===== src/include/dtd_pkg.sv =====
// Function
// Selected pin 0..15 drives while tones play, released afterwards.
// Each tone sounds for tone_on_duration units, 0 to 65535.
// Silence of silence_duration units follows each tone.
// Tone list plays in order with silence between consecutive tones.
// Index 0-9 digits, 10 star, 11 pound, 12-15 column A-D.
// Units are 1 ms; defaults 200 ms on, 50 ms silence.
// Each tone is the sum of two sine waves.
// Mixed sample sets PWM duty cycle driving the pin.
// Index maps to keypad row/column pair, one accumulator and sine each.
package dtd_pkg;

    // ************************************************************
    // Timing
    // ************************************************************
    localparam int CLK_PERIOD_NS = 10;
    localparam int DUR_UNIT_MS   = 1;
    localparam int MS_CYCLES     = DUR_UNIT_MS * 1000000 / CLK_PERIOD_NS;
    localparam logic [15:0] DEF_ON_MS      = 16'd200;
    localparam logic [15:0] DEF_SILENCE_MS = 16'd50;

    // ************************************************************
    // Synthesis
    // ************************************************************
    localparam int PWM_BITS   = 8;
    localparam int PHASE_BITS = 24;
    localparam int SAMPLE_HZ  = 1000000000 / CLK_PERIOD_NS / (1 << PWM_BITS);
    localparam logic [PHASE_BITS-1:0] PHASE_RST = 24'h000000;

    typedef logic [PHASE_BITS-1:0] dtd_inc_t;

    function automatic dtd_inc_t dtd_inc(input longint freq_hz);
        longint q;
        q = (freq_hz << PHASE_BITS) / longint'(SAMPLE_HZ);
        return q[PHASE_BITS-1:0];
    endfunction

    // Row 697/770/852/941 Hz, column 1209/1336/1477/1633 Hz
    localparam dtd_inc_t ROW_INC [4] = '{dtd_inc(697), dtd_inc(770), dtd_inc(852), dtd_inc(941)};
    localparam dtd_inc_t COL_INC [4] = '{dtd_inc(1209), dtd_inc(1336), dtd_inc(1477), dtd_inc(1633)};

    // Tone index to {row, column}
    function automatic logic [3:0] dtd_key_map(input logic [3:0] idx);
        case (idx)
            4'h0:    return {2'd3, 2'd1};
            4'h1:    return {2'd0, 2'd0};
            4'h2:    return {2'd0, 2'd1};
            4'h3:    return {2'd0, 2'd2};
            4'h4:    return {2'd1, 2'd0};
            4'h5:    return {2'd1, 2'd1};
            4'h6:    return {2'd1, 2'd2};
            4'h7:    return {2'd2, 2'd0};
            4'h8:    return {2'd2, 2'd1};
            4'h9:    return {2'd2, 2'd2};
            4'ha:    return {2'd3, 2'd0};
            4'hb:    return {2'd3, 2'd2};
            4'hc:    return {2'd0, 2'd3};
            4'hd:    return {2'd1, 2'd3};
            4'he:    return {2'd2, 2'd3};
            default: return {2'd3, 2'd3};
        endcase
    endfunction

endpackage

===== src/core/dtd_generator.sv =====
`timescale 1ns/1ps
module dtd_generator
#(
    parameter int MS_CYCLES = dtd_pkg::MS_CYCLES
)
(
    // Clock and reset
    input  wire logic         clk_sys,
    input  wire logic         arst_n,
    // Command
    input  wire logic         cmd_start,
    input  wire logic [3:0]   cmd_pin_sel,
    input  wire logic         cmd_use_defaults,
    input  wire logic [15:0]  cmd_tone_on_duration,
    input  wire logic [15:0]  cmd_silence_duration,
    // Tone list
    input  wire logic         tone_valid,
    input  wire logic [3:0]   tone_index,
    input  wire logic         tone_last,
    output logic              tone_ready,
    // Status
    output logic              busy,
    output logic              done,
    // Pins
    output logic [15:0]       pin_out,
    output logic [15:0]       pin_oe
);

    typedef enum logic [1:0] {ST_IDLE, ST_FETCH, ST_TONE, ST_SILENT} dtd_state_t;

    localparam logic [16:0] MS_LAST = 17'(MS_CYCLES - 1);

    dtd_state_t                   state_ff;
    dtd_state_t                   nxt_state;
    logic [3:0]                   pin_sel_ff;
    logic [15:0]                  on_dur_ff;
    logic [15:0]                  off_dur_ff;
    logic                         last_ff;
    logic [15:0]                  dur_cnt_ff;
    logic [16:0]                  ms_div_ff;
    logic [1:0]                   row_ff;
    logic [1:0]                   col_ff;
    logic [dtd_pkg::PWM_BITS-1:0] pwm_cnt_ff;
    logic [dtd_pkg::PWM_BITS-1:0] duty_ff;
    logic                         level_ff;
    logic                         done_ff;
    logic [15:0]                  pin_out_ff;
    logic [15:0]                  pin_oe_ff;
    logic                         accept;
    logic                         ms_tick;
    logic                         phase_load;
    logic                         step_en;
    logic [3:0]                   key;
    logic signed [6:0]            row_sample;
    logic signed [6:0]            col_sample;
    logic signed [7:0]            mix;

    // ************************************************************
    // Sequencer
    // ************************************************************
    assign tone_ready = (state_ff == ST_FETCH);
    assign accept     = tone_ready && tone_valid;
    assign busy       = (state_ff != ST_IDLE);
    assign done       = done_ff;
    assign phase_load = (nxt_state != state_ff);
    assign key        = dtd_pkg::dtd_key_map(tone_index);

    always_comb
    begin
        nxt_state = state_ff;
        case (state_ff)
            ST_IDLE:
                if (cmd_start)
                    nxt_state = ST_FETCH;
            ST_FETCH:
                if (accept)
                    nxt_state = ST_TONE;
            ST_TONE:
                if (dur_cnt_ff == 16'h0000)
                    nxt_state = ST_SILENT;
            ST_SILENT:
                if (dur_cnt_ff == 16'h0000)
                    nxt_state = last_ff ? ST_IDLE : ST_FETCH;
            default:
                nxt_state = ST_IDLE;
        endcase
    end

    always_ff @(posedge clk_sys or negedge arst_n)
    begin
        if (!arst_n)
            state_ff <= ST_IDLE;
        else
            state_ff <= nxt_state;
    end

    // Command capture
    always_ff @(posedge clk_sys or negedge arst_n)
    begin
        if (!arst_n)
        begin
            pin_sel_ff <= 4'h0;
            on_dur_ff  <= dtd_pkg::DEF_ON_MS;
            off_dur_ff <= dtd_pkg::DEF_SILENCE_MS;
        end
        else if (state_ff == ST_IDLE && cmd_start)
        begin
            pin_sel_ff <= cmd_pin_sel;
            on_dur_ff  <= cmd_use_defaults ? dtd_pkg::DEF_ON_MS : cmd_tone_on_duration;
            off_dur_ff <= cmd_use_defaults ? dtd_pkg::DEF_SILENCE_MS : cmd_silence_duration;
        end
    end

    // Tone capture
    always_ff @(posedge clk_sys or negedge arst_n)
    begin
        if (!arst_n)
        begin
            row_ff  <= 2'd0;
            col_ff  <= 2'd0;
            last_ff <= 1'b0;
        end
        else if (accept)
        begin
            row_ff  <= key[3:2];
            col_ff  <= key[1:0];
            last_ff <= tone_last;
        end
    end

    // ************************************************************
    // Millisecond base and duration count
    // ************************************************************
    assign ms_tick = (ms_div_ff == MS_LAST);

    always_ff @(posedge clk_sys or negedge arst_n)
    begin
        if (!arst_n)
            ms_div_ff <= 17'h00000;
        else if (phase_load || ms_tick)
            ms_div_ff <= 17'h00000;
        else
            ms_div_ff <= ms_div_ff + 17'h00001;
    end

    always_ff @(posedge clk_sys or negedge arst_n)
    begin
        if (!arst_n)
            dur_cnt_ff <= 16'h0000;
        else if (accept)
            dur_cnt_ff <= on_dur_ff;
        else if (state_ff == ST_TONE && dur_cnt_ff == 16'h0000)
            dur_cnt_ff <= off_dur_ff;
        else if ((state_ff == ST_TONE || state_ff == ST_SILENT) && ms_tick && dur_cnt_ff != 16'h0000)
            dur_cnt_ff <= dur_cnt_ff - 16'h0001;
    end

    // ************************************************************
    // Two oscillators and mixer
    // ************************************************************
    assign step_en = (state_ff == ST_TONE) && (pwm_cnt_ff == '1);

    dtd_sine_osc u_row_osc
    (
        .clk_sys (clk_sys),
        .arst_n  (arst_n),
        .clear   (accept),
        .step_en (step_en),
        .inc     (dtd_pkg::ROW_INC[row_ff]),
        .sample  (row_sample)
    );

    dtd_sine_osc u_col_osc
    (
        .clk_sys (clk_sys),
        .arst_n  (arst_n),
        .clear   (accept),
        .step_en (step_en),
        .inc     (dtd_pkg::COL_INC[col_ff]),
        .sample  (col_sample)
    );

    assign mix = 8'(row_sample) + 8'(col_sample);

    // ************************************************************
    // PWM
    // ************************************************************
    always_ff @(posedge clk_sys or negedge arst_n)
    begin
        if (!arst_n)
            pwm_cnt_ff <= '0;
        else if (state_ff == ST_TONE)
            pwm_cnt_ff <= pwm_cnt_ff + 8'h01;
        else
            pwm_cnt_ff <= '0;
    end

    always_ff @(posedge clk_sys or negedge arst_n)
    begin
        if (!arst_n)
            duty_ff <= '0;
        else if (state_ff != ST_TONE)
            duty_ff <= '0;
        else if (pwm_cnt_ff == '1)
            duty_ff <= {~mix[7], mix[6:0]};
    end

    always_ff @(posedge clk_sys or negedge arst_n)
    begin
        if (!arst_n)
            level_ff <= 1'b0;
        else
            level_ff <= (state_ff == ST_TONE) && (pwm_cnt_ff < duty_ff);
    end

    always_ff @(posedge clk_sys or negedge arst_n)
    begin
        if (!arst_n)
            done_ff <= 1'b0;
        else
            done_ff <= (state_ff == ST_SILENT) && (nxt_state == ST_IDLE);
    end

    // ************************************************************
    // Pin drivers
    // ************************************************************
    for (genvar i = 0; i < 16; i++)
    begin : g_pin
        always_ff @(posedge clk_sys or negedge arst_n)
        begin
            if (!arst_n)
            begin
                pin_out_ff[i] <= 1'b0;
                pin_oe_ff[i]  <= 1'b0;
            end
            else
            begin
                pin_out_ff[i] <= level_ff && busy && (pin_sel_ff == 4'(i));
                pin_oe_ff[i]  <= busy && (pin_sel_ff == 4'(i));
            end
        end
    end

    assign pin_out = pin_out_ff;
    assign pin_oe  = pin_oe_ff;

endmodule


===== src/core/dtd_sine_osc.sv =====
`timescale 1ns/1ps
module dtd_sine_osc
(
    // Clock and reset
    input  wire logic                            clk_sys,
    input  wire logic                            arst_n,
    // Control
    input  wire logic                            clear,
    input  wire logic                            step_en,
    input  wire logic [dtd_pkg::PHASE_BITS-1:0]  inc,
    // Sample
    output logic signed [6:0]                    sample
);

    // ************************************************************
    // Quarter-wave table, amplitude 63
    // ************************************************************
    localparam logic [5:0] QTAB [16] = '{6'd3, 6'd9, 6'd15, 6'd21, 6'd27, 6'd32, 6'd38, 6'd42,
                                         6'd47, 6'd51, 6'd54, 6'd57, 6'd59, 6'd61, 6'd62, 6'd63};

    logic [dtd_pkg::PHASE_BITS-1:0] phase_ff;
    logic signed [6:0]              sample_ff;
    logic [5:0]                     top;
    logic [3:0]                     qidx;
    logic [5:0]                     mag;

    assign top    = phase_ff[dtd_pkg::PHASE_BITS-1 -: 6];
    assign qidx   = top[4] ? ~top[3:0] : top[3:0];
    assign mag    = QTAB[qidx];
    assign sample = sample_ff;

    always_ff @(posedge clk_sys or negedge arst_n)
    begin
        if (!arst_n)
            phase_ff <= dtd_pkg::PHASE_RST;
        else if (clear)
            phase_ff <= dtd_pkg::PHASE_RST;
        else if (step_en)
            phase_ff <= phase_ff + inc;
    end

    always_ff @(posedge clk_sys or negedge arst_n)
    begin
        if (!arst_n)
            sample_ff <= 7'sh00;
        else if (clear)
            sample_ff <= 7'sh00;
        else if (step_en)
            sample_ff <= top[5] ? -$signed({1'b0, mag}) : $signed({1'b0, mag});
    end

endmodule


===== config.mk =====
export PLATFORM = sky130hd
export DESIGN_NAME = dtd_generator
export DESIGN_NICKNAME = d
export VERILOG_FILES = /design/src/include/dtd_pkg.sv /design/src/core/dtd_generator.sv /design/src/core/dtd_sine_osc.sv
export SDC_FILE = /design/constraint.sdc
export NUM_CORES = 1
export LEC_CHECK = 0
export BUFFER_PORTS_ARGS = -buffer_cell sky130_fd_sc_hd__buf_4
export CORE_MARGIN = 2
export CORE_UTILIZATION = 61
export DETAILED_ROUTE_END_ITERATION = 12
export HOLD_SLACK_MARGIN = 0.15
export PLACE_DENSITY = 0.87
export SYNTH_ARGS = -nofsm -noshare
export SYNTH_HDL_FRONTEND = slang
export SYNTH_SLANG_ARGS = --single-unit

===== constraint.sdc =====
create_clock -name clk_sys -period 3.99 [get_ports clk_sys]
set_clock_uncertainty 0.05 [all_clocks]
set_input_delay 0.798 -clock clk_sys [delete_from_list [all_inputs] [get_ports clk_sys]]
set_output_delay 0.798 -clock clk_sys [all_outputs]
set_load 0.02 [all_outputs]

==> flow_summary.rst, run 1 <==
.. list-table::
   :header-rows: 1

   * - Metric
     - Value
   * - Global router's overall resource usage
     - 26.7%
   * - Post-route design area
     - 0.0122 mm2
   * - Maximum number of pins on one net before global-route repair
     - 86
   * - Timing-limited maximum frequency
     - 0.301 GHz
   * - Most used cells in the layout excluding fill and tap cells
     - sky130_fd_sc_hd__dfrtp_1 (181), sky130_fd_sc_hd__nor2_1 (127), sky130_fd_sc_hd__o21ai_0 (113)
   * - Worst-case hold slack
     - 0.336 ns
   * - DIE AREA
     - 0.0188 mm2
   * - Buffers from clock root to sink, at most
     - 2
   * - Total count of hold-check failures in the final report
     - 0
   * - Period Utilization, post-route
     - 83.3%
   * - Post-Place Cell Area
     - 0.0115 mm2
   * - Power density of the placed cells
     - 313 mW/mm2
   * - Number of different library cells in the post-synthesis netlist
     - 76
   * - WP data required
     - 4.25 ns
   * - Number of buffers created by CTS
     - 17
   * - Effective utilization at floorplan
     - 62.6%
   * - Number of register bits inferred by synthesis
     - 187
   * - Proportion of synthesized flip-flops having asynchronous set or reset
     - 100%
   * - Unrepaired setup endpoints after global routing
     - no
   * - Register-to-register setup slack
     - 0.67 ns
   * - Cells after Synth
     - 1,177
   * - Final core occ
     - 70.4%
   * - Routed Antenna Nets
     - 0
   * - Signed area change from the synthesized netlist to the final layout
     - 12.6%
   * - Worst max-slew margin expressed relative to the limit
     - 23.5%
   * - Number of diodes added for antenna fixing
     - 0
   * - Yosys warnings
     - 0
   * - Number of vias per cell
     - 5.99
   * - Half-perimeter wire length of the detailed placement result
     - 15,800 um
   * - CP max stage cell
     - sky130_fd_sc_hd__a211oi_1
   * - EDFF count, synth
     - 0
   * - Share of synthesized area occupied by flip-flops and latches
     - 43.3%
   * - DIE WIDTH
     - 137 um
   * - Gpl congestion
     - 0.868
   * - Category of the worst setup path launch point
     - register
   * - Most frequent standard cell in the layout excluding fill and tap cells
     - sky130_fd_sc_hd__dfrtp_1
   * - Count of hold buffers inserted by post-cts repair
     - 0
   * - Resized cells post-CTS
     - 0
   * - Measured slew at the worst slew-check pin
     - 1.14 ns
   * - Number of port buffers
     - 80
   * - Insertion delay to the later sink of the worst-skew pair
     - 0.45 ns
   * - Post-detailed-route DRC marker count
     - 0
   * - Commonest register cell after synthesis
     - sky130_fd_sc_hd__dfrtp_1
   * - Final setup violation count
     - 0
   * - Class of the worst hold path
     - primary input to async pin
   * - Layout cells sized above 1
     - 12.7%
   * - FP Rows
     - 48
   * - Total Power
     - 3.81 mW
   * - Num Clock Sinks
     - 187
   * - Run status
     - finished, final reports clean
   * - Vias in the first global route
     - 8,799
   * - Drt initial violations
     - 490
   * - Floorplan die height
     - 137 um
   * - Number of setup buffers added after CTS
     - 0
   * - Max stage delay on crit path
     - 0.65 ns
   * - Crit path DAT
     - 3.58 ns
   * - Smallest setup slack after layout
     - 0.668 ns
   * - Mean instance size in the synthesized netlist
     - 9.19 um2
   * - Largest voltage drop on the vdd net
     - 0.327 mV
   * - Critical Setup Path Class
     - register to register
   * - Post-detailed-route wirelength per cell
     - 16.1 um
   * - Clock edge transition at the registers on the reported setup and hold paths
     - 0.09 ns
   * - Number of placed instances with taps included
     - 1,437
   * - Pre-CTS setup slack
     - 0.673 ns
   * - Via Count
     - 8,802
   * - CP max FO
     - 8
   * - Net count after synthesis
     - 1,296
   * - Clock H-tree levels
     - 4
   * - WL final
     - 23,600 um
   * - Final-layout setup total negative slack
     - 0 ns
   * - TritonCTS clock tree
     - built
   * - Global-route wire length before repair
     - 40,200 um
   * - Crit path cell chain
     - inv_1 > ha_1 > inv_1 > ha_1 > nor2b_1 > o31a_1 > nor4_1 > o31ai_2 > a211oi_1 > or4_1 > a21oi_1
   * - First-pass iteration count of the detailed router
     - 5
   * - Antenna violations before repair
     - 0
   * - Global route total overflow
     - 0
   * - Cell Count, Final, Fillers Out
     - 1,469
   * - Reported max-cap violation count
     - 0
   * - Leakage power figure
     - 5.55 nW
   * - Boundary Pins
     - 81
   * - Area of the core
     - 0.0173 mm2
   * - Number of max-slew violations in the final report
     - 0
   * - Kind of end point of the critical path
     - register
   * - Final critical-path required period
     - 3.32 ns
   * - Net total in the final layout
     - 1,350
   * - Area of the mapped netlist
     - 0.0108 mm2
   * - Clock root buffer
     - sky130_fd_sc_hd__clkbuf_16
-- cell type report --
type	instances	area, um2
multi-input cells	893	5710
flip-flops and latches	187	4690
clock inverters	15	230
well taps	225	282
fillers	1241	5110
repair buffers	89	684
inverters	43	161
clock buffers	17	425
-- flip-flops by register name (all words and copies together) (netlist names), 4 cells and up --
signal and count:
duty_ff 8, u_col_osc.phase_ff 23, pin_sel_ff 4, u_row_osc.phase_ff 24
ms_div_ff 17, u_row_osc.sample 7, u_col_osc.sample 7, pin_out 16
off_dur_ff 16, dur_cnt_ff 16, pin_oe 16, pwm_cnt_ff 8
on_dur_ff 16
-- cell usage after synthesis, drive strengths merged, types with 17 or more instances --
library cell  number  area [um2]
nand3             73         365
xor2              34         298
nand2b            35         219
ha                70         876
clkbuf            37         139
a21oi             49         245
dfrtp            181        4530
nor3              21         105
inv               43         161
buf               17         129
nor2             129         487
o21ai            119         596
nand2            114         428
xnor2             39         342
-- final timing paths --
kind                                                from                                  to  depth (start not counted)
worst max register to register     row_ff[0]$_DFFE_PN0P_  u_row_osc.phase_ff[20]$_DFFE_PN0P_                         11
min in group clk_sys            on_dur_ff[9]$_DFFE_PN0P_           dur_cnt_ff[9]$_DFFE_PN0P_                          2
max in group asynchronous                         arst_n           off_dur_ff[1]$_DFFE_PN1P_                          2
worst min-delay path                              arst_n                pin_oe[12]$_DFF_PN0_                          1
worst max-delay path               row_ff[0]$_DFFE_PN0P_  u_row_osc.phase_ff[20]$_DFFE_PN0P_                         11
worst min register to register  on_dur_ff[9]$_DFFE_PN0P_           dur_cnt_ff[9]$_DFFE_PN0P_                          2
-- worst max-delay path: cells and delay by family (launching register included) --
family | cells | cell delay [ns]
flops | 1 | 0.42
simple gates | 3 | 0.74
buf+inv | 2 | 0.23
fa+ha+maj | 2 | 0.58
compound gates | 4 | 1.17
-- per-layer routing --
| metal | part of all wire (%) | track usage (%) | wire length, um | vias to the layer above |
|---|---|---|---|---|
| met2 | 50 | 46.1 | 11700 | 262 |
| li1 | - | - | - | 4241 |
| met5 | 0 | 0 | 0 | - |
| met1 | 43 | 33.4 | 10200 | 4243 |
| met4 | 2.3 | 11.1 | 535 | 0 |
| met3 | 4.7 | 4.64 | 1100 | 56 |
-- power by group --
| group | total [mW] | switching [mW] | internal (mW) |
|---|---|---|---|
| sequential | 1.89 | 0 | 1.89 |
| clock | 1.82 | 0.930 | 0.892 |
| combinational | 0.0961 | 0.0553 | 0.0408 |
| total | 3.81 | 0.985 | 2.83 |
-- kinds of logic (layout without fill, tap and decap cells) --
group                      after synthesis  count (layout)  share of synthesized area, %
AOI/OAI and AO/OA                      267             267                          15.1
buffers and inverters                   97             164                          3.97
muxes                                   22              22                          2.31
xor gates and xnor gates                73              73                          5.91
adders and majority gates               73              73                          8.65
and+or+nand+nor                        458             458                          20.8
DFF                                    187             187                          43.3
Power figures use the tool's default switching activity.
==> inputs of run 2 (changes only) <==
- ABC_AREA: default -> 1
- clock period: 3.99 -> 3.3 ns (I/O delays scaled with it)
==> run 2 against run 1 <==
  * Final area is 4.3% higher
  * Combinational power is 14% higher
  * Worst setup slack worse by 0.25 ns
  * First-iteration DRC count is 70% higher
  * Cell count is 23% higher
  * Die area is 4.1% higher
  * Power is 19% higher
  * Flip-flop and latch count stayed put
  * Clock-buffer cell count stayed put
  * Synthesized cell count is 27% higher
  * Critical path depth is 4 higher
  * Hold slack worse by 0.15 ns
  * Critical endpoint unchanged
  * Highest routed layer unchanged
==> flow_summary.rst, run 2 <==
.. list-table::
   :header-rows: 1

   * - Metric
     - Value
   * - DIE WIDTH
     - 140 um (+2.0%)
   * - EDFF count, synth
     - 0 (unchanged)
   * - Class of the worst hold path
     - primary input to async pin
   * - Final setup violation count
     - 0 (unchanged)
   * - Clock H-tree levels
     - 4 (unchanged)
   * - Insertion delay to the later sink of the worst-skew pair
     - 0.45 ns (about the same)
   * - Global route total overflow
     - 0 (unchanged)
   * - Clock root buffer
     - sky130_fd_sc_hd__clkbuf_16
   * - Largest voltage drop on the vdd net
     - 0.580 mV (+77%)
   * - Antenna violations before repair
     - 0 (unchanged)
   * - Boundary Pins
     - 81 (unchanged)
   * - Share of synthesized area occupied by flip-flops and latches
     - 41.5% (-1.8 points)
   * - Portion of synthesized cell area occupied by the leading cell type
     - 40.2% (-1.7 points)
   * - Period Utilization, post-route
     - 87.2% (+4.0 points)
   * - Net count after synthesis
     - 1,618 (+25%)
   * - Crit path DAT
     - 3.16 ns (-0.42 ns)
   * - Max reg flops
     - 24 (unchanged)
   * - Commonest register cell after synthesis
     - sky130_fd_sc_hd__dfrtp_1
   * - Unrepaired setup endpoints after global routing
     - no
   * - Resized cells post-CTS
     - 0 (unchanged)
   * - Area of the core
     - 0.0180 mm2 (+4.2%)
   * - Gpl congestion
     - 0.934 (+7.6%)
   * - Fill count
     - 1,399 (+13%)
   * - Signed area change from the synthesized netlist to the final layout
     - 12.6% (about the same)
   * - Effective utilization at floorplan
     - 62.6% (about the same)
   * - Number of buffers created by CTS
     - 17 (unchanged)
   * - Timing-limited maximum frequency
     - 0.347 GHz (+15%)
   * - Layout cells sized above 1
     - 10.2% (-2.5 points)
   * - Mean instance size in the synthesized netlist
     - 7.53 um2 (-18%)
   * - Library cell with the highest instance count after synthesis
     - sky130_fd_sc_hd__nand2_1
   * - Yosys warnings
     - 0 (unchanged)
   * - First-pass iteration count of the detailed router
     - 5 (unchanged)
   * - WL final
     - 26,300 um (+11%)
   * - Area of the mapped netlist
     - 0.0113 mm2 (+4.2%)
   * - Number of setup buffers added after CTS
     - 0 (unchanged)
   * - Sequential Power Share
     - 50.4% (+0.7 points)
   * - Kind of end point of the critical path
     - register
   * - FP Rows
     - 49 (+2.1%)
   * - Measured slew at the worst slew-check pin
     - 0.784 ns (-0.356 ns)
   * - Final-layout setup total negative slack
     - 0 ns (unchanged)
   * - Switching fraction of total power
     - 24.3% (-1.5 points)
   * - Buffers from clock root to sink, at most
     - 2 (unchanged)
   * - Post-detailed-route wirelength per cell
     - 14.5 um (-9.7%)
   * - Reported max-cap violation count
     - 0 (unchanged)
   * - DIE AREA
     - 0.0196 mm2 (+4.1%)
   * - Floorplan die height
     - 140 um (+2.0%)
   * - Net total in the final layout
     - 1,690 (+25%)
   * - Most used cells in the layout excluding fill and tap cells
     - sky130_fd_sc_hd__nand2_1 (431), sky130_fd_sc_hd__dfrtp_1 (181), sky130_fd_sc_hd__nor2_1 (158)
   * - Routed Antenna Nets
     - 0 (unchanged)
   * - Logic pwr share
     - 2.4% (about the same)
   * - Number of register bits inferred by synthesis
     - 187 (unchanged)
   * - Number of vias per cell
     - 5.58 (-6.9%)
   * - Number of max-slew violations in the final report
     - 0 (unchanged)
   * - Clock share of power
     - 47.2% (-0.6 points)
   * - Final critical-path required period
     - 2.88 ns (-0.443 ns)
   * - Power density of the placed cells
     - 357 mW/mm2 (+14%)
   * - Number of diodes added for antenna fixing
     - 0 (unchanged)
   * - Most frequent standard cell in the layout excluding fill and tap cells
     - sky130_fd_sc_hd__nand2_1
   * - Count of hold buffers inserted by post-cts repair
     - 0 (unchanged)
   * - Largest regs
     - u_row_osc.phase_ff (24), u_col_osc.phase_ff (23), ms_div_ff (17)
   * - Commonest cells in the synthesized netlist
     - sky130_fd_sc_hd__nand2_1 (431), sky130_fd_sc_hd__dfrtp_1 (181), sky130_fd_sc_hd__nor2_1 (158)
   * - Total count of hold-check failures in the final report
     - 0 (unchanged)
   * - Proportion of synthesized flip-flops having asynchronous set or reset
     - 100% (unchanged)
   * - Global-route wire length before repair
     - 44,700 um (+11%)
   * - Top area cells in the synthesized netlist
     - sky130_fd_sc_hd__dfrtp_1 (40%), sky130_fd_sc_hd__nand2_1 (14%), sky130_fd_sc_hd__ha_1 (7.8%)
   * - Worst max-slew margin expressed relative to the limit
     - 47.7% (+24 points)
   * - Drt initial violations
     - 831 (+70%)
   * - Reg with most FFs
     - u_row_osc.phase_ff
   * - Internal Dissipation
     - 3.44 mW (+22%)
   * - Number of port buffers
     - 80 (unchanged)
   * - Clock edge transition at the registers on the reported setup and hold paths
     - 0.08 ns (about the same)
   * - Category of the worst setup path launch point
     - register
   * - TritonCTS clock tree
     - built
   * - CP max FO
     - 5 (-3)
   * - Run status
     - finished, final reports clean
   * - Leakage power figure
     - 6.34 nW (+14%)
   * - Global router's overall resource usage
     - 27.6% (+0.89 points)
   * - Vias in the first global route
     - 9,725 (+11%)
   * - Final core occ
     - 70.5% (about the same)
   * - Num Clock Sinks
     - 187 (unchanged)
   * - Post-detailed-route DRC marker count
     - 0 (unchanged)
   * - Critical Setup Path Class
     - register to register
   * - Switching power summed over all nets
     - 1.11 mW (+12%)
   * - Via Count
     - 10,118 (+15%)
   * - Maximum number of pins on one net before global-route repair
     - 80 (-7.0%)
   * - Number of different library cells in the post-synthesis netlist
     - 45 (-41%)
   * - Cells after Synth
     - 1,499 (+27%)
   * - Half-perimeter wire length of the detailed placement result
     - 18,900 um (+19%)
   * - Biggest area consumer among synthesized cells
     - sky130_fd_sc_hd__dfrtp_1
   * - WP data required
     - 3.58 ns (-0.67 ns)
==> run 2: cell count changes after synthesis, moves of 19 or more <==
cell / change
sky130_fd_sc_hd__nand2b_1: -35
sky130_fd_sc_hd__nor2_1: +30
sky130_fd_sc_hd__a21oi_1: +38
sky130_fd_sc_hd__nand2_1: +317
sky130_fd_sc_hd__inv_1: +109
sky130_fd_sc_hd__xnor2_1: -19
==> run 2: logic make-up (layout without fill, tap and decap cells) <==
| family | count (synthesis) | in the layout | share of synthesized area [%] |
|---|---|---|---|
| fa+ha+maj | 73 | 73 | 8.30 |
| buf+inv | 195 | 280 | 6.90 |
| compound gates | 257 | 257 | 12.2 |
| simple gates | 743 | 743 | 27.6 |
| xor+xnor | 44 | 44 | 3.42 |
| flops | 187 | 187 | 41.5 |
==> run 2: cell type report <==
type / instances / area (um2) / area share, %
clock buffers: 17 / 425 / 3.35
clock inverters: 15 / 193 / 1.52
inverters: 158 / 593 / 4.67
multi-input cells: 1117 / 5820 / 45.8
flip-flops and latches: 187 / 4690 / 36.9
well taps: 229 / 287 / 2.26
repair buffers: 90 / 704 / 5.54
==> run 2: power by group through the flow <==
stage	Combinational, mW	Clock, mW	Sequential (mW)
6_report	0.110	2.14	2.29
3_5_place_dp	0.114	0	2.33
4_1_cts	0.114	2.16	2.29
2_1_floorplan	0.0141	0	2.34
3_3_place_gp	0.112	0	2.33
5_1_grt	0.128	2.25	2.29
==> run 2: worst paths after layout <==
kind	depth (start not counted)	startpoint	slack (ns)	to
max in group asynchronous	2	arst_n	2.28	pwm_cnt_ff[7]$_DFF_PN0_
min	1	arst_n	0.19	pin_oe[14]$_DFF_PN0_
min in group clk_sys	3	tone_last	0.37	last_ff$_DFFE_PN0P_
min reg2reg	1	ms_div_ff[0]$_DFF_PN0_	0.41	ms_div_ff[0]$_DFF_PN0_
max	15	row_ff[0]$_DFFE_PN0P_	0.42	u_row_osc.phase_ff[20]$_DFFE_PN0P_
max reg2reg	15	row_ff[0]$_DFFE_PN0P_	0.42	u_row_osc.phase_ff[20]$_DFFE_PN0P_
==> run 2: per-stage QoR <==
stage	cell area, um2	power (mW)	hold WS, ns	setup WS [ns]	cells
after floorplan	11300	2.35	0.314	0.993	1499
after global placement	12100	2.45	0.397	0.684	1781
after detailed placement	12100	2.45	0.403	0.573	1781
after CTS	12700	4.57	0.220	0.537	1813
after global routing	12700	4.67	0.246	0.240	1813
final	12700	4.54	0.189	0.421	1813
==> run 2: layer usage <==
metal / track usage, % / up-vias / part of all wire (%)
met5: 0 / - / 0
met2: 46.0 / 303 / 49
li1: - / 4988 / -
met1: 36.7 / 4774 / 44
met4: 8.89 / 0 / 1.9
met3: 5.33 / 53 / 5.2
==> run 2: critical path: stages (launching register included) <==
cell and delay [ns]:
sky130_fd_sc_hd__dfrtp_1 0.43, sky130_fd_sc_hd__inv_1 0.15, sky130_fd_sc_hd__ha_1 0.25, sky130_fd_sc_hd__inv_1 0.10, sky130_fd_sc_hd__ha_1 0.39, sky130_fd_sc_hd__nand2_1 0.10
sky130_fd_sc_hd__o21ai_0 0.35, sky130_fd_sc_hd__nand2_1 0.10, sky130_fd_sc_hd__nand2_1 0.19, sky130_fd_sc_hd__nand2_1 0.07, sky130_fd_sc_hd__nand2_1 0.14, sky130_fd_sc_hd__nand2_1 0.08
sky130_fd_sc_hd__nand2_1 0.15, sky130_fd_sc_hd__nand3_1 0.09, sky130_fd_sc_hd__nand2_1 0.07, sky130_fd_sc_hd__nor2_1 0.04
==> inputs of run 3 (changes only) <==
- ABC_AREA: 1 -> default
==> run 3 against run 2 <==
  * Non-clock buffer count grew 13
  * Power shrank 1.0%
  * Via count shrank 12%
  * Die area shrank 4.0%
  * Combinational power grew 8%
  * Utilization grew 0.54 points
  * Largest cell class unchanged
  * Highest routed layer unchanged
==> flow_summary.rst, run 3 (synthesized netlist as in run 1, its figures left out) <==
.. list-table::
   :header-rows: 1

   * - Metric
     - Value
   * - Layout cells sized above 1
     - 14.1% (+4.0 points)
   * - Global route total overflow
     - 0 (unchanged)
   * - Worst max-slew margin expressed relative to the limit
     - 39.9% (-7.9 points)
   * - Crit path DAT
     - 3.42 ns (+0.26 ns)
   * - Most frequent standard cell in the layout excluding fill and tap cells
     - sky130_fd_sc_hd__dfrtp_1
   * - Critical Setup Path Class
     - register to register
   * - Smallest setup slack after layout
     - 0.191 ns (-0.229 ns)
   * - Number of placed instances with taps included
     - 1,450 (-19%)
   * - Period Utilization, post-route
     - 94.2% (+6.9 points)
   * - Net total in the final layout
     - 1,364 (-19%)
   * - Maximum number of pins on one net before global-route repair
     - 83 (+3.8%)
   * - Register-to-register setup slack
     - 0.19 ns (-0.23 ns)
   * - First-pass iteration count of the detailed router
     - 5 (unchanged)
   * - Effective utilization at floorplan
     - 62.6% (about the same)
   * - Max reg flops
     - 24 (unchanged)
   * - Via Count
     - 8,893 (-12%)
   * - Routed Antenna Nets
     - 0 (unchanged)
   * - Largest voltage drop on the vdd net
     - 0.374 mV (-35%)
   * - Insertion delay to the later sink of the worst-skew pair
     - 0.45 ns (about the same)
   * - Pre-CTS setup slack
     - 0.159 ns (-0.414 ns)
   * - Largest regs
     - u_row_osc.phase_ff (24), u_col_osc.phase_ff (23), ms_div_ff (17)
   * - Cell Count, Final, Fillers Out
     - 1,483 (-18%)
   * - Total Power
     - 4.50 mW (-1.0%)
   * - Reg with most FFs
     - u_row_osc.phase_ff
   * - WL final
     - 24,300 um (-7.7%)
   * - Measured slew at the worst slew-check pin
     - 0.895 ns (+0.110 ns)
   * - Unrepaired setup endpoints after global routing
     - no
   * - Kind of end point of the critical path
     - register
   * - Buffers from clock root to sink, at most
     - 2 (unchanged)
   * - R2r startpoint
     - row_ff[0]$_DFFE_PN0P_
   * - Gpl congestion
     - 0.904 (-3.2%)
   * - Global router's overall resource usage
     - 27.1% (-0.55 points)
   * - DIE AREA
     - 0.0188 mm2 (-4.0%)
   * - Global-route wire length before repair
     - 40,700 um (-9.0%)
   * - TritonCTS clock tree
     - built
   * - Clock edge transition at the registers on the reported setup and hold paths
     - 0.08 ns (about the same)
   * - Power density of the placed cells
     - 366 mW/mm2 (+2.4%)
   * - Antenna violations before repair
     - 0 (unchanged)
   * - Post-detailed-route DRC marker count
     - 0 (unchanged)
   * - Area of the core
     - 0.0173 mm2 (-4.0%)
   * - Most used cells in the layout excluding fill and tap cells
     - sky130_fd_sc_hd__dfrtp_1 (180), sky130_fd_sc_hd__nor2_1 (127), sky130_fd_sc_hd__o21ai_0 (113)
   * - Number of vias per cell
     - 6.00 (+7.5%)
   * - Half-perimeter wire length of the detailed placement result
     - 16,300 um (-13%)
   * - DIE WIDTH
     - 137 um (-2.0%)
   * - CP max FO
     - 8 (+3)
   * - WP data required
     - 3.61 ns (+0.03 ns)
   * - Cell depth of the worst flop-to-flop path
     - 12 (-3)
   * - Post-detailed-route wirelength per cell
     - 16.4 um (+13%)
   * - Number of diodes added for antenna fixing
     - 0 (unchanged)
   * - Drt initial violations
     - 635 (-24%)
   * - Floorplan die height
     - 137 um (-2.0%)
   * - Number of max-slew violations in the final report
     - 0 (unchanged)
   * - Post-route design area
     - 0.0123 mm2 (-3.3%)
   * - Vias in the first global route
     - 8,646 (-11%)
   * - Boundary Pins
     - 81 (unchanged)
   * - Number of buffers created by CTS
     - 17 (unchanged)
   * - Category of the worst setup path launch point
     - register
   * - Final setup violation count
     - 0 (unchanged)
   * - Signed area change from the synthesized netlist to the final layout
     - 13.5%
   * - Final critical-path required period
     - 3.11 ns (+0.229 ns)
   * - Num Clock Sinks
     - 187 (unchanged)
   * - Final-layout setup total negative slack
     - 0 ns (unchanged)
   * - Post-Place Cell Area
     - 0.0116 mm2 (-3.7%)
   * - Class of the worst hold path
     - primary input to async pin
   * - FP Rows
     - 48 (-2.0%)
   * - Reported max-cap violation count
     - 0 (unchanged)
   * - Clock H-tree levels
     - 4 (unchanged)
   * - Clock root buffer
     - sky130_fd_sc_hd__clkbuf_16
   * - Crit Reg-Reg Endpoint
     - u_row_osc.phase_ff[22]$_DFFE_PN0P_
   * - Number of port buffers
     - 80 (unchanged)
   * - Leakage power figure
     - 5.60 nW (-12%)
   * - Run status
     - finished, final reports clean
   * - Total count of hold-check failures in the final report
     - 0 (unchanged)
   * - Timing-limited maximum frequency
     - 0.322 GHz (-7.4%)
[run 3: metal layers]
metal,vias up,routed length [um],track usage (%)
li1,4271,-,-
met1,4329,10200,34.0
met2,249,12500,48.1
met3,44,1060,4.30
met4,0,447,8.30
met5,-,0,0
[run 3: worst max-delay path by stage]
stage,slack [ns],from,to,depth (start not counted)
after floorplan,0.22,col_ff[1]$_DFFE_PN0P_,u_col_osc.phase_ff[23]$_DFFE_PN0P_,12
after detailed placement,0.16,row_ff[0]$_DFFE_PN0P_,u_row_osc.phase_ff[22]$_DFFE_PN0P_,12
after global routing,0.009,row_ff[1]$_DFFE_PN0P_,u_row_osc.phase_ff[20]$_DFFE_PN0P_,12
final,0.19,row_ff[0]$_DFFE_PN0P_,u_row_osc.phase_ff[22]$_DFFE_PN0P_,12
after global placement,0.32,row_ff[0]$_DFFE_PN0P_,u_row_osc.phase_ff[22]$_DFFE_PN0P_,12
after CTS,0.12,row_ff[0]$_DFFE_PN0P_,u_row_osc.phase_ff[22]$_DFFE_PN0P_,12
[run 3: power by group]
group | leakage (nW) | switching, mW | internal [mW]
Clock | 0.293 | 1.05 | 1.04
Combinational | 3.13 | 0.0682 | 0.0510
Sequential | 2.17 | 0 | 2.29
[run 3: timing repair]
item | 4_1_cts | 5_1_grt
buffers inserted | 0 | 1
resized for setup | 0 | 6
setup endpoints to repair | 0 | 10
hold buffers | 0 | 0
[run 3: critical path, cell delays in order, from the launching register on]
cell and delay (ns):
sky130_fd_sc_hd__dfrtp_1 0.42, sky130_fd_sc_hd__inv_1 0.12, sky130_fd_sc_hd__ha_2 0.24, sky130_fd_sc_hd__inv_1 0.11
sky130_fd_sc_hd__ha_1 0.38, sky130_fd_sc_hd__o21a_1 0.13, sky130_fd_sc_hd__o31a_1 0.17, sky130_fd_sc_hd__nor4_1 0.08
sky130_fd_sc_hd__o31ai_2 0.36, sky130_fd_sc_hd__a211oi_1 0.12, sky130_fd_sc_hd__buf_4 0.17, sky130_fd_sc_hd__or4_1 0.50
sky130_fd_sc_hd__a21oi_1 0.17
[run 3: cell type report]
cell class | count | area (um2)
Multi-Input combinational cell | 893 | 5740
Clock buffer | 17 | 425
Sequential cell | 187 | 4690
Tap cell | 225 | 282
Fill cell | 1222 | 5010
Inverter | 43 | 161
Timing Repair Buffer | 103 | 802
Clock inverter | 15 | 183
[run 3: through the flow]
stage / hold slack (ns) / utilization, %
3_5_place_dp: 0.412 / 67.3
4_1_cts: 0.232 / 70.8
2_1_floorplan: 0.314 / -
5_1_grt: 0.265 / 71.0
6_report: 0.202 / 71.0
3_3_place_gp: 0.413 / 67.3
